$ cat config.mk
export PLATFORM = sky130hd
export DESIGN_NAME = mos_top
export DESIGN_NICKNAME = d
export VERILOG_FILES = /design/src/mos_led.v /design/src/mos_pwm.v /design/src/mos_top.v
export VERILOG_INCLUDE_DIRS = /design/src
export SDC_FILE = /design/constraint.sdc
export NUM_CORES = 2
export LEC_CHECK = 0
export ABC_AREA = 1
export BUFFER_PORTS_ARGS = -buffer_cell sky130_fd_sc_hd__buf_2
export CAP_MARGIN = 20
export CORE_ASPECT_RATIO = 1.1
export CORE_UTILIZATION = 33
export DETAILED_ROUTE_END_ITERATION = 8
export PLACE_DENSITY_LB_ADDON = 0.25
export SLEW_MARGIN = 40
export SYNTH_ARGS = -nofsm -noshare
export SYNTH_HDL_FRONTEND = slang
export SYNTH_SLANG_ARGS = --single-unit
export TNS_END_PERCENT = 50
$ cat constraint.sdc
create_clock -name core_clk_in -period 72.4 [get_ports core_clk_in]
set_clock_uncertainty 0.2 [all_clocks]
set_input_delay 7.24 -clock core_clk_in [delete_from_list [all_inputs] [get_ports core_clk_in]]
set_output_delay 7.24 -clock core_clk_in [all_outputs]
set_load 0.01 [all_outputs]
$ cat src/mos_regs.vh
// Constants for the manipulated output switchover block
`ifndef MOS_REGS_VH
`define MOS_REGS_VH
// Manipulated variable in per mille, 0 to 1000
`define MOS_MV_W 10
`define MOS_MV_FULL 10'h03E8
`define MOS_MV_ZERO 10'h0000
// Output configurations
`define MOS_CFG_CURRENT 2'h0
`define MOS_CFG_TWOPOS 2'h1
`define MOS_CFG_STEP 2'h2
// Priority settings
`define MOS_PRIO_TRACK 1'b0
`define MOS_PRIO_MANUAL 1'b1
// Direct-digital controller types
`define MOS_CTYPE_DDC_A 4'h3
`define MOS_CTYPE_DDC_B 4'h9
// Current range select
`define MOS_RANGE_0_20 1'b0
`define MOS_RANGE_4_20 1'b1
// LED codes
`define MOS_LED_OFF 3'h0
`define MOS_LED_ON 3'h1
`define MOS_LED_F10 3'h2
`define MOS_LED_F50 3'h3
`define MOS_LED_F90 3'h4
// LED flash cycle in tenths and on-time tenths per code
`define MOS_LED_PHASES 4'hA
`define MOS_LED_ON_10 4'h1
`define MOS_LED_ON_50 4'h5
`define MOS_LED_ON_90 4'h9
// Timing: clock period and LED tenth step, in ns
`define MOS_CLK_NS 4
`define MOS_LED_STEP_NS 100000000
// Shortest two-position on or off time is period divided by this
`define MOS_MIN_DIV 16'h0064
// Current output in microamps
`define MOS_CUR_LIVE_UA 16'h0FA0
`define MOS_CUR_GAIN_20 16'h0014
`define MOS_CUR_GAIN_16 16'h0010
// Reset values
`define MOS_CNT_RST 16'h0000
`define MOS_POS_RST 16'h0000
`endif

$ cat src/mos_led.v
// LED flasher producing off, steady and 10/50/90 percent flash codes
`default_nettype none
`include "mos_regs.vh"
module mos_led #(
    parameter STEP_CYCLES = 25000000
) (
    input wire core_clk_in,
    input wire rst_n_in,
    input wire [2:0] code_in,
    output reg led_out
);
    // ************************************************************
    // Tenth-of-cycle divider
    // ************************************************************
    reg [31:0] div_r;
    reg [3:0] phase_r;
    reg [3:0] on_tenths;
    wire step = (div_r == STEP_CYCLES - 1);

    always @(posedge core_clk_in or negedge rst_n_in) begin
        if (!rst_n_in) begin
            div_r <= 32'h0000_0000;
            phase_r <= 4'h0;
        end else if (step) begin
            div_r <= 32'h0000_0000;
            phase_r <= (phase_r == `MOS_LED_PHASES - 4'h1) ? 4'h0 : phase_r + 4'h1;
        end else begin
            div_r <= div_r + 32'h0000_0001;
        end
    end

    // ************************************************************
    // Code decode
    // ************************************************************
    always @* begin
        case (code_in)
            `MOS_LED_F10: on_tenths = `MOS_LED_ON_10;
            `MOS_LED_F50: on_tenths = `MOS_LED_ON_50;
            `MOS_LED_F90: on_tenths = `MOS_LED_ON_90;
            `MOS_LED_ON: on_tenths = `MOS_LED_PHASES;
            default: on_tenths = 4'h0;
        endcase
    end

    always @(posedge core_clk_in or negedge rst_n_in) begin
        if (!rst_n_in) begin
            led_out <= 1'b0;
        end else begin
            led_out <= (phase_r < on_tenths);
        end
    end
endmodule // mos_led
`default_nettype wire

$ cat src/mos_pwm.v
// Time-proportioning channel: on-time share of a period set by a duty value
`default_nettype none
`include "mos_regs.vh"
module mos_pwm (
    input wire core_clk_in,
    input wire rst_n_in,
    input wire tick_in,
    input wire enable_in,
    input wire [15:0] period_in,
    input wire [9:0] duty_in,
    output reg pulse_out
);
    reg [15:0] cnt_r;
    reg [15:0] on_r;
    reg [15:0] on_nxt;
    wire [25:0] prod = period_in * duty_in;
    wire [25:0] quo = prod / {16'h0000, `MOS_MV_FULL};
    wire [15:0] min_t = period_in / `MOS_MIN_DIV;
    wire wrap = (cnt_r + 16'h0001 >= period_in);

    // ************************************************************
    // On-time per period, clipped at the one percent limits
    // ************************************************************
    always @* begin
        on_nxt = quo[15:0];
        if (on_nxt < min_t) begin
            on_nxt = 16'h0000;
        end else if (period_in - on_nxt < min_t) begin
            on_nxt = period_in;
        end
    end

    // Latching at the period start keeps a duty change from chopping a pulse
    always @(posedge core_clk_in or negedge rst_n_in) begin
        if (!rst_n_in) begin
            cnt_r <= `MOS_CNT_RST;
            on_r <= `MOS_CNT_RST;
            pulse_out <= 1'b0;
        end else if (!enable_in || period_in == 16'h0000) begin
            cnt_r <= `MOS_CNT_RST;
            on_r <= `MOS_CNT_RST;
            pulse_out <= 1'b0;
        end else begin
            if (tick_in) begin
                if (wrap || cnt_r == 16'h0000) begin
                    cnt_r <= wrap ? 16'h0000 : 16'h0001;
                    on_r <= on_nxt;
                end else begin
                    cnt_r <= cnt_r + 16'h0001;
                end
            end
            pulse_out <= (cnt_r < on_r) || (on_r == period_in && on_r != 16'h0000);
        end
    end
endmodule // mos_pwm
`default_nettype wire

$ cat src/mos_top.v
// Manipulated output switchover with current, two-position and step outputs
`default_nettype none
`include "mos_regs.vh"
module mos_top #(
    parameter LED_STEP_CYCLES = `MOS_LED_STEP_NS / `MOS_CLK_NS
) (
    input wire core_clk_in,
    input wire rst_n_in,
    input wire sample_tick_in,
    input wire [9:0] automatic_value_in,
    input wire [9:0] tracking_value_in,
    input wire [9:0] blocking_value_in,
    input wire [9:0] manual_value_in,
    input wire [9:0] fallback_value_in,
    input wire manual_request_in,
    input wire block_request_in,
    input wire track_request_in,
    input wire fallback_request_in,
    input wire backup_mode_in,
    input wire priority_select_in,
    input wire [1:0] output_config_select_in,
    input wire [3:0] controller_type_select_in,
    input wire backup_current_off_in,
    input wire current_range_select_in,
    input wire [9:0] low_split_point_in,
    input wire [9:0] high_split_point_in,
    input wire [15:0] cool_period_in,
    input wire [15:0] heat_period_in,
    input wire [15:0] positioning_time_in,
    input wire [7:0] min_pulse_length_setting_in,
    input wire [7:0] min_pulse_pause_setting_in,
    output reg [9:0] effective_value_out,
    output reg [15:0] output_current_out,
    output reg raise_output_out,
    output reg lower_output_out,
    output wire manual_led_out,
    output reg manual_status_out,
    output reg sat_reduce_out,
    output reg [15:0] sat_amount_out
);
    localparam [1:0] ST_IDLE = 2'h0;
    localparam [1:0] ST_RAISE = 2'h1;
    localparam [1:0] ST_LOWER = 2'h2;
    localparam [1:0] ST_PAUSE = 2'h3;

    // ************************************************************
    // Pin synchronisers for the request lines
    // ************************************************************
    reg [4:0] req_meta_r;
    reg [4:0] req_sync_r;
    always @(posedge core_clk_in or negedge rst_n_in) begin
        if (!rst_n_in) begin
            req_meta_r <= 5'h00;
            req_sync_r <= 5'h00;
        end else begin
            req_meta_r <= {backup_mode_in, fallback_request_in, manual_request_in,
                           block_request_in, track_request_in};
            req_sync_r <= req_meta_r;
        end
    end
    wire trk_raw = req_sync_r[0];
    wire blk = req_sync_r[1];
    wire man = req_sync_r[2];
    wire fbk = req_sync_r[3];
    wire bkup = req_sync_r[4];

    wire is_step = (output_config_select_in == `MOS_CFG_STEP);
    wire is_cur = (output_config_select_in == `MOS_CFG_CURRENT);
    wire is_two = (output_config_select_in == `MOS_CFG_TWOPOS);
    wire trk = trk_raw & ~is_step;

    // ************************************************************
    // Source selection and LED code
    // ************************************************************
    reg [9:0] y_nxt;
    reg [2:0] led_nxt;
    reg hold_nxt;
    reg [9:0] y_r;
    reg [2:0] led_r;
    reg hold_r;
    always @* begin
        y_nxt = automatic_value_in;
        led_nxt = `MOS_LED_OFF;
        hold_nxt = 1'b0;
        if (fbk) begin
            y_nxt = fallback_value_in;
            hold_nxt = is_step;
            led_nxt = man ? `MOS_LED_F50 : `MOS_LED_F10;
        end else if (man && priority_select_in == `MOS_PRIO_MANUAL) begin
            y_nxt = manual_value_in;
            hold_nxt = is_step;
            led_nxt = (blk | trk) ? `MOS_LED_F90 : `MOS_LED_ON;
        end else if (blk) begin
            y_nxt = blocking_value_in;
            led_nxt = man ? `MOS_LED_F50 : `MOS_LED_F10;
        end else if (trk) begin
            y_nxt = tracking_value_in;
            led_nxt = man ? `MOS_LED_F50 : `MOS_LED_F10;
        end else if (man) begin
            y_nxt = manual_value_in;
            hold_nxt = is_step;
            led_nxt = `MOS_LED_ON;
        end
    end

    always @(posedge core_clk_in or negedge rst_n_in) begin
        if (!rst_n_in) begin
            y_r <= `MOS_MV_ZERO;
            led_r <= `MOS_LED_OFF;
            hold_r <= 1'b0;
            manual_status_out <= 1'b0;
            effective_value_out <= `MOS_MV_ZERO;
        end else begin
            y_r <= (y_nxt > `MOS_MV_FULL) ? `MOS_MV_FULL : y_nxt;
            led_r <= led_nxt;
            hold_r <= hold_nxt;
            manual_status_out <= man;
            effective_value_out <= y_r;
        end
    end

    mos_led #(
        .STEP_CYCLES(LED_STEP_CYCLES)
    ) u_led (
        .core_clk_in(core_clk_in),
        .rst_n_in(rst_n_in),
        .code_in(led_r),
        .led_out(manual_led_out)
    );

    // ************************************************************
    // Continuous current output
    // ************************************************************
    wire [9:0] y_lim = (y_r < low_split_point_in) ? low_split_point_in :
                       (y_r > high_split_point_in) ? high_split_point_in : y_r;
    wire cur_off = backup_current_off_in & bkup &
                   (controller_type_select_in == `MOS_CTYPE_DDC_A ||
                    controller_type_select_in == `MOS_CTYPE_DDC_B);
    wire [15:0] cur_4_20 = `MOS_CUR_LIVE_UA + {6'h00, y_lim} * `MOS_CUR_GAIN_16;
    wire [15:0] cur_0_20 = {6'h00, y_lim} * `MOS_CUR_GAIN_20;
    always @(posedge core_clk_in or negedge rst_n_in) begin
        if (!rst_n_in) begin
            output_current_out <= 16'h0000;
        end else if (!is_cur || cur_off) begin
            output_current_out <= 16'h0000;
        end else if (current_range_select_in == `MOS_RANGE_4_20) begin
            output_current_out <= cur_4_20;
        end else begin
            output_current_out <= cur_0_20;
        end
    end

    // ************************************************************
    // Two-position split into cooling and heating sections
    // ************************************************************
    // A split point at 0 or 1000 leaves one section empty, so a single channel results
    wire cool_en = is_two && (y_r < low_split_point_in);
    wire heat_en = is_two && (y_r > high_split_point_in);
    wire [9:0] cool_den = (low_split_point_in == 10'h000) ? 10'h001 : low_split_point_in;
    wire [9:0] heat_span = `MOS_MV_FULL - high_split_point_in;
    wire [9:0] heat_den = (heat_span == 10'h000) ? 10'h001 : heat_span;
    wire [19:0] cool_num = (low_split_point_in - y_r) * `MOS_MV_FULL;
    wire [19:0] heat_num = (y_r - high_split_point_in) * `MOS_MV_FULL;
    wire [19:0] cool_q = cool_num / {10'h000, cool_den};
    wire [19:0] heat_q = heat_num / {10'h000, heat_den};
    wire cool_pulse;
    wire heat_pulse;

    mos_pwm u_cool (
        .core_clk_in(core_clk_in),
        .rst_n_in(rst_n_in),
        .tick_in(sample_tick_in),
        .enable_in(cool_en),
        .period_in(cool_period_in),
        .duty_in(cool_q[9:0]),
        .pulse_out(cool_pulse)
    );

    mos_pwm u_heat (
        .core_clk_in(core_clk_in),
        .rst_n_in(rst_n_in),
        .tick_in(sample_tick_in),
        .enable_in(heat_en),
        .period_in(heat_period_in),
        .duty_in(heat_q[9:0]),
        .pulse_out(heat_pulse)
    );

    // ************************************************************
    // Three-position step output with simulated actuator
    // ************************************************************
    // Travel is counted in sample ticks: full stroke equals positioning time
    reg [1:0] st_r;
    reg [15:0] pos_r;
    reg [15:0] tgt_r;
    reg [15:0] cnt_r;
    wire [25:0] tgt_prod = {6'h00, y_r} * {10'h000, positioning_time_in};
    wire [25:0] tgt_q = tgt_prod / {16'h0000, `MOS_MV_FULL};
    wire [15:0] tgt_raw = tgt_q[15:0];
    wire signed [16:0] err = $signed({1'b0, tgt_r}) - $signed({1'b0, pos_r});
    wire signed [16:0] on_thr = $signed({8'h00, min_pulse_length_setting_in, 1'b0});
    wire signed [16:0] off_thr = $signed({9'h000, min_pulse_length_setting_in});
    wire [15:0] te = {8'h00, min_pulse_length_setting_in};
    wire [15:0] ta = {8'h00, min_pulse_pause_setting_in};
    wire at_top = (pos_r >= positioning_time_in);
    wire at_bot = (pos_r == 16'h0000);
    wire pulse_done = (cnt_r + 16'h0001 >= te);

    always @(posedge core_clk_in or negedge rst_n_in) begin
        if (!rst_n_in) begin
            st_r <= ST_IDLE;
            pos_r <= `MOS_POS_RST;
            tgt_r <= `MOS_POS_RST;
            cnt_r <= `MOS_CNT_RST;
            sat_reduce_out <= 1'b0;
            sat_amount_out <= 16'h0000;
        end else if (!is_step) begin
            st_r <= ST_IDLE;
            cnt_r <= `MOS_CNT_RST;
            sat_reduce_out <= 1'b0;
        end else begin
            sat_reduce_out <= 1'b0;
            if (sample_tick_in) begin
                // Target creeps one travel tick per sample tick at most, except that hold_r snaps it to pos_r
                if (!hold_r && tgt_r < tgt_raw) begin
                    tgt_r <= tgt_r + 16'h0001;
                end else if (!hold_r && tgt_r > tgt_raw) begin
                    tgt_r <= tgt_r - 16'h0001;
                end else if (hold_r) begin
                    tgt_r <= pos_r;
                end
                case (st_r)
                    ST_IDLE: begin
                        cnt_r <= `MOS_CNT_RST;
                        if (err >= on_thr && on_thr != 17'sh0_0000) begin
                            st_r <= ST_RAISE;
                        end else if (err <= -on_thr && on_thr != 17'sh0_0000) begin
                            st_r <= ST_LOWER;
                        end
                    end
                    ST_RAISE: begin
                        cnt_r <= cnt_r + 16'h0001;
                        if (!at_top) begin
                            pos_r <= pos_r + 16'h0001;
                        end else if (tgt_r > pos_r) begin
                            // Integrator and PID output back off by the same excess
                            tgt_r <= pos_r;
                            sat_amount_out <= tgt_r - pos_r;
                            sat_reduce_out <= 1'b1;
                        end
                        if (pulse_done && (err <= off_thr || at_top)) begin
                            st_r <= ST_PAUSE;
                            cnt_r <= `MOS_CNT_RST;
                        end
                    end
                    ST_LOWER: begin
                        cnt_r <= cnt_r + 16'h0001;
                        if (!at_bot) begin
                            pos_r <= pos_r - 16'h0001;
                        end else if (tgt_r < pos_r) begin
                            tgt_r <= pos_r;
                        end
                        if (pulse_done && (err >= -off_thr || at_bot)) begin
                            st_r <= ST_PAUSE;
                            cnt_r <= `MOS_CNT_RST;
                        end
                    end
                    ST_PAUSE: begin
                        cnt_r <= cnt_r + 16'h0001;
                        if (cnt_r + 16'h0001 >= ta) begin
                            st_r <= ST_IDLE;
                        end
                    end
                    default: begin
                        st_r <= ST_IDLE;
                    end
                endcase
            end
        end
    end

    // ************************************************************
    // Output form select
    // ************************************************************
    always @(posedge core_clk_in or negedge rst_n_in) begin
        if (!rst_n_in) begin
            raise_output_out <= 1'b0;
            lower_output_out <= 1'b0;
        end else begin
            case (output_config_select_in)
                `MOS_CFG_TWOPOS: begin
                    raise_output_out <= heat_pulse;
                    lower_output_out <= cool_pulse;
                end
                `MOS_CFG_STEP: begin
                    raise_output_out <= (st_r == ST_RAISE);
                    lower_output_out <= (st_r == ST_LOWER);
                end
                default: begin
                    raise_output_out <= 1'b0;
                    lower_output_out <= 1'b0;
                end
            endcase
        end
    end
endmodule // mos_top
`default_nettype wire
# After elaboration in Yosys (flattened, before gate mapping)
# Cells that the tools add are included.
# op_classes
addsub,19
mul,6
div,7
order_cmp,23
eq_ne,22
mux,78
bitwise,5
reduce_logical,48
# op_table
cell,n
two-way mux 16 bit,29
< comparator 16 bit,8
two-way mux 10 bit,10
adder 16 x 1 -> 16 bit (second input constant),5
zero test 16 bit,5
divider 26 x 10 -> 26 bit (second input constant),3
one-hot mux 16 bit (2 select lines),2
one-hot mux 16 bit (4 select lines),1
multiplier 16 x 10 -> 26 bit,2
greater-or-equal comparator 16 bit,3
subtractor 16 bit,3
divider 20 x 10 -> 20 bit,2
multiplier 20 x 7 -> 17 bit (second input constant),2
adder 32 x 1 -> 32 bit (second input constant),1
divider 16 x 7 -> 16 bit (second input constant),2
== test 16 bit,2
== test 32 x 25 -> 1 bit (second input constant),1
greater-or-equal comparator 16 x 8 -> 1 bit,2
greater-than comparator 16 bit,2
two-way mux 32 bit,1
nonzero test 16 bit,2
subtractor 16 x 1 -> 16 bit (second input constant),2
two-way mux 15 bit,2
multiplier 10 x 16 -> 26 bit,1
45 further kinds,115
# totals
regBits,223
input_bits,151
output_inout_bits,47
wordCells,233

# Depth between registers and ports, before layout
# logic_depth
ltp_word,13
ltp_mapped,473
ltp_nobuf,457

# By module
# Synthesis repeated with hierarchy kept, for this count alone.
# hier_totals
cells_unflattened,11003
hier_area_um2,70466.3
# by_module_without_submodules
mod,n_inst,cells_each,area_per_inst_um2,seq_area_each_um2
mos_top,1,6108,39889.5,2927.8
mos_pwm at u_cool,1,2308,14342.5,825.8
mos_pwm at u_heat,1,2237,13859.5,825.8
mos_led,1,350,2374.8,925.9

# Least setup slack after synthesis
# OpenSTA, ideal clock, no wires.
# synth_timing
path_type,input-to-reg
start,in low_split_point_in[0]
end,reg u_cool.on_r[14]
setup_time_ps,115
arrival_time_ps,64608
required_time_ps,72085
setup_slack_ps,7477
cell_stages,429
path_buffers,18
cell_sequence,inv_1 -> ha_1 -> inv_1 -> fa_1 -> a21o_1 -> a21oi_1 -> o21ai_0 -> xor2_1 -> nand2_1 -> nand2_1 -> inv_1 -> ha_1 -> inv_1 -> fa_1 -> inv_1 -> fa_1 -> inv_1 -> fa_1 -> [393 not listed] -> a21oi_1 -> o21ai_0 -> a21oi_1 -> inv_1 -> a21oi_1 -> o21bai_1 -> a21oi_1 -> o21ai_0 -> xor2_1 -> nor2_1 -> nand3_1 -> a2111oi_0 -> nand2_1 -> clkbuf_1 -> o21ai_0 -> a21oi_1 -> nand2_2 -> nand2_2
# synth_via
elab_chain_cells,12
word_cells_on_any_way,22
classes_between,add/sub (2); mul (2); div (2); order compare (3); mux (6); reduce/logical (7)
# synth_rtl
element,line,rtl
"start, declared",mos_top.v:25,"input wire [9:0] low_split_point_in,"
subtractor 10 x 10 -> 11 bit / zero test 10 bit (equally long branches),"mos_top.v:162, mos_top.v:159",
multiplier 20 x 7 -> 17 bit (no line) / two-way mux 10 bit (equally long branches),n/a,
divider 20 x 10 -> 20 bit,mos_top.v:164,"wire [19:0] cool_q = cool_num / {10'h000, cool_den};"
multiplier 16 x 10 -> 26 bit,mos_pwm.v:16,wire [25:0] prod = period_in * duty_in;
divider 26 x 10 -> 26 bit,mos_pwm.v:17,"wire [25:0] quo = prod / {16'h0000, `MOS_MV_FULL};"
subtractor 16 bit,mos_pwm.v:28,end else if (period_in - on_nxt < min_t) begin
< comparator 16 bit,mos_pwm.v:28,
two-way mux 16 bit,mos_pwm.v:28,
two-way mux 16 bit,mos_pwm.v:26,if (on_nxt < min_t) begin
two-way mux 16 bit,mos_pwm.v:45,if (wrap || cnt_r == 16'h0000) begin
two-way mux 16 bit,mos_pwm.v:44,if (tick_in) begin
two-way mux 16 bit,mos_pwm.v:39,end else if (!enable_in || period_in == 16'h0000) begin
"end signal, assigned",mos_pwm.v:37,on_r <= `MOS_CNT_RST;
"end signal, assigned",mos_pwm.v:41,on_r <= `MOS_CNT_RST;
"end signal, assigned",mos_pwm.v:47,on_r <= on_nxt;
"end, declared",mos_pwm.v:14,reg [15:0] on_r;
# Several ways; a longest one is shown, not always the timed one. The select of a mux whose other input is x is not followed.
# A chain may end at the register's enable or synchronous reset.

# Worst setup path in the final report
# layout_timing
start,in low_split_point_in[0]
end,reg u_cool.on_r[1]
# The elaborated chain is that of the path after synthesis.

==> results by group <==
Critical path
  – CP max FO: 32
  – Cell seen most often among critical-path stages: nand2_1
  – Startpoint types: input port
  – CP Launch Point: low_split_point_in[0]
  – Max incr delay on CP: 0.54 ns
  – Worst R2R Start: y_r[2]
  – Required time of the critical path: 72.71 ns
  – Critical path class: in2reg
  – Crit path DAT: 67.24 ns
  – Slowest cell on crit path: fa_1
  – CP endpoint kind: flop

Route
  – Residual DRC: 8
  – Via/cell ratio: 4.98
  – DRT iter0 DRCs: 3580
  – Routed WL per cell: 15.2 um
  – Post-route ant nets: 0
  – Initial DRT Pass Iterations: 8
  – Routed wire length: 204000 um
  – Vias: 66800

Global route
  – All-layer global routing usage: 18.8%
  – GRT overflow: 0
  – Largest net degree at the start of global routing: 76
  – Initial antenna violation count: 25
  – Vias in the first global route: 64900
  – First-pass GRT wire length: 331000 um

Synthesis
  – Most common cell in the netlist: nand2_1
  – Synth top area share: 15.7%
  – Mapped Cells: 10500
  – Async SR Flop Fraction: 100%
  – Leading area contributor after synthesis: ha_1
  – Yosys warnings: 0
  – Syn avg cell area: 6.58 um^2
  – Synth unique cells: 105
  – Prevailing post-synth register cell: dfrtp_1
  – EDFF count, synth: 0
  – Sequential area share after synthesis: 8.00%
  – Top post-synthesis cells by area: ha_1, nand2_1, fa_1
  – Synth top cells by count: nand2_1, inv_1, ha_1, nor2_1, o21ai_0
  – Synthesized cell area: 68800 um^2
  – Yosys reg bits: 220

Run status
  – Status: finished, violations left
  – Failing checks: design-rule violations

Clock network
  – Clock transition at path regs: 0.06 ns
  – TritonCTS clock tree: yes
  – Sink Count: 220
  – Max clock buf depth: 3
  – Post-CTS Hold Buffers: 0
  – Cts bufs inserted: 29
  – Clk root buf: clkbuf_16
  – Worst-skew pair later-pin latency: 0.62 ns
  – Htree depth: 1

Timing
  – RSZ-0062 raised after global routing: yes
  – Slew @ Worst Pin: 0.855 ns
  – Final setup TNS: 0 ns
  – Final Hold Vio Count: 0
  – Final setup viols: 0
  – Period utilization: 92.4%
  – Final Max Slew Viols: 0
  – Slew HR: 42.7%
  – Final min period: 66.93 ns
  – Fmax: 0.0149 GHz

Run
  – Max_cap viols: 0

Placement
  – Placed cell area: 72700 um^2
  – Port buffer count: 194
  – Gpl congestion: 0.905
  – DP HPWL: 169000 um

Floorplanning
  – DIE AREA: 210000 um^2
  – Chip Width: 437 um
  – I/O pin cnt: 198
  – Core area: 207000 um^2
  – Starting Density: 33.3%
  – Row Count: 175
  – Die Span Y: 481 um

Worst hold path
  – Hold path startpoint: req_meta_r[2]
  – Hold WC Path Type: reg2reg

Finish
  – Area growth, synth to finish: 8.92%
  – Register Area: 5510 um^2
  – Final non-filler cell area: 75000 um^2
  – Fill count: 22400
  – Final nets: 12000
  – Multi-input gate area: 55600 um^2
  – Fraction of layout cells with a size suffix above 1: 11.7%
per-layer routing:
metal | track usage (%) | part of all wire [%] | vias to the layer above
li1 | - | - | 33800
met3 | 1.28 | 3.8 | 175
met1 | 25.3 | 47 | 31500
met5 | 0 | 0.046 | -
met4 | 2.90 | 1.6 | 14
met2 | 33.3 | 48 | 1235
path summary, 6_finish.rpt:
| path | slack (ns) | depth (start not counted) | end |
|---|---|---|---|
| setup / recovery | 5.47 | 429 | u_cool.on_r[1] |
| hold / removal | 0.15 | 0 | req_sync_r[2] |
| setup reg to reg | 11.35 | 428 | u_cool.on_r[1] |
| hold reg to reg | 0.15 | 0 | req_sync_r[2] |
| max in group asynchronous | 64.39 | 2 | effective_value_out[7] |
| min in group asynchronous | 6.39 | 1 | sat_amount_out[5] |
stage by stage:
step / worst slack [ns] / util [%] / std cells / hold WS, ns
finish: 5.47 / 36.2 / 13400 / 0.147
global route: -0.389 / 36.2 / 13400 / 0.163
CTS: 0.137 / 35.6 / 13300 / 0.149
detailed placement: -0.345 / 35.1 / 13300 / 0.135
global placement: 1.09 / 35.1 / 13300 / 0.134
floorplan: 7.48 / - / 10500 / 0.131
cell type report:
type | instances | area share [%]
multi-input combinational | 8100 | 74.1
antenna | 12 | 0.0401
timing repair buffer | 320 | 2.62
tap | 2743 | 4.58
sequential | 220 | 7.35
clock inverter | 17 | 0.269
clock buffer | 37 | 1.10
inverter | 1962 | 9.93
what timing repair did:
item,in CTS,in global routing
buffers inserted,0,66
resized for setup,0,193
setup endpoints to repair,0,32
placed cells by master, fill, tap and decap left out, drive strengths merged, types with 9 or more instances in the layout:
cell type  instances
inv             1947
nand3            587
fa               399
o22ai             21
a21oi            481
o32ai             10
o221ai            22
clkinv            20
diode             12
nand2           2834
o211ai            75
nand4            136
buf              320
clkinvlp           9
nor3             128
o21a              21
ha               866
nand3b            29
dfrtp            220
clkbuf            37
or2               47
o21bai            76
a211oi            18
nor4              49
a31oi             35
nor2             791
and2              26
o21ai            618
a21boi            19
xor2             433
nor3b              9
a21o              74
o2111ai           12
xnor2            174
o31ai             31
logic make-up after synthesis:
group / Yosys count / synth area share, %
mux: 5 / 0.0745
other cells: 1 / 0.00545
xor+xnor: 607 / 7.79
buf+inv: 2150 / 12.3
compound gates: 1569 / 13.6
simple gates: 4644 / 30.9
flops: 220 / 8.00
fa+ha+maj: 1265 / 27.4
worst max-delay path, delay by kind of cell:
| family | cells | cell delay (ns) |
|---|---|---|
| compound gates | 122 | 20.09 |
| xor+xnor | 3 | 0.51 |
| fa+ha+maj | 34 | 11.88 |
| buf+inv | 76 | 6.46 |
| mux | 1 | 0.26 |
| simple gates | 193 | 20.76 |
sequential cells by signal, summed over array words and instances, names as in the netlist, 3 cells and up:
name                 flops
u_led.div_r             32
cnt_r                   16
pos_r                   16
sat_amount_out          16
tgt_r                   16
u_cool.cnt_r            16
u_cool.on_r             16
u_heat.cnt_r            16
u_heat.on_r             16
output_current_out      13
effective_value_out     10
y_r                     10
req_meta_r               5
req_sync_r               5
u_led.phase_r            4
led_r                    3
Power is not shown: default switching activity piles up to over one toggle a cycle in this logic, so the estimate is an artifact.
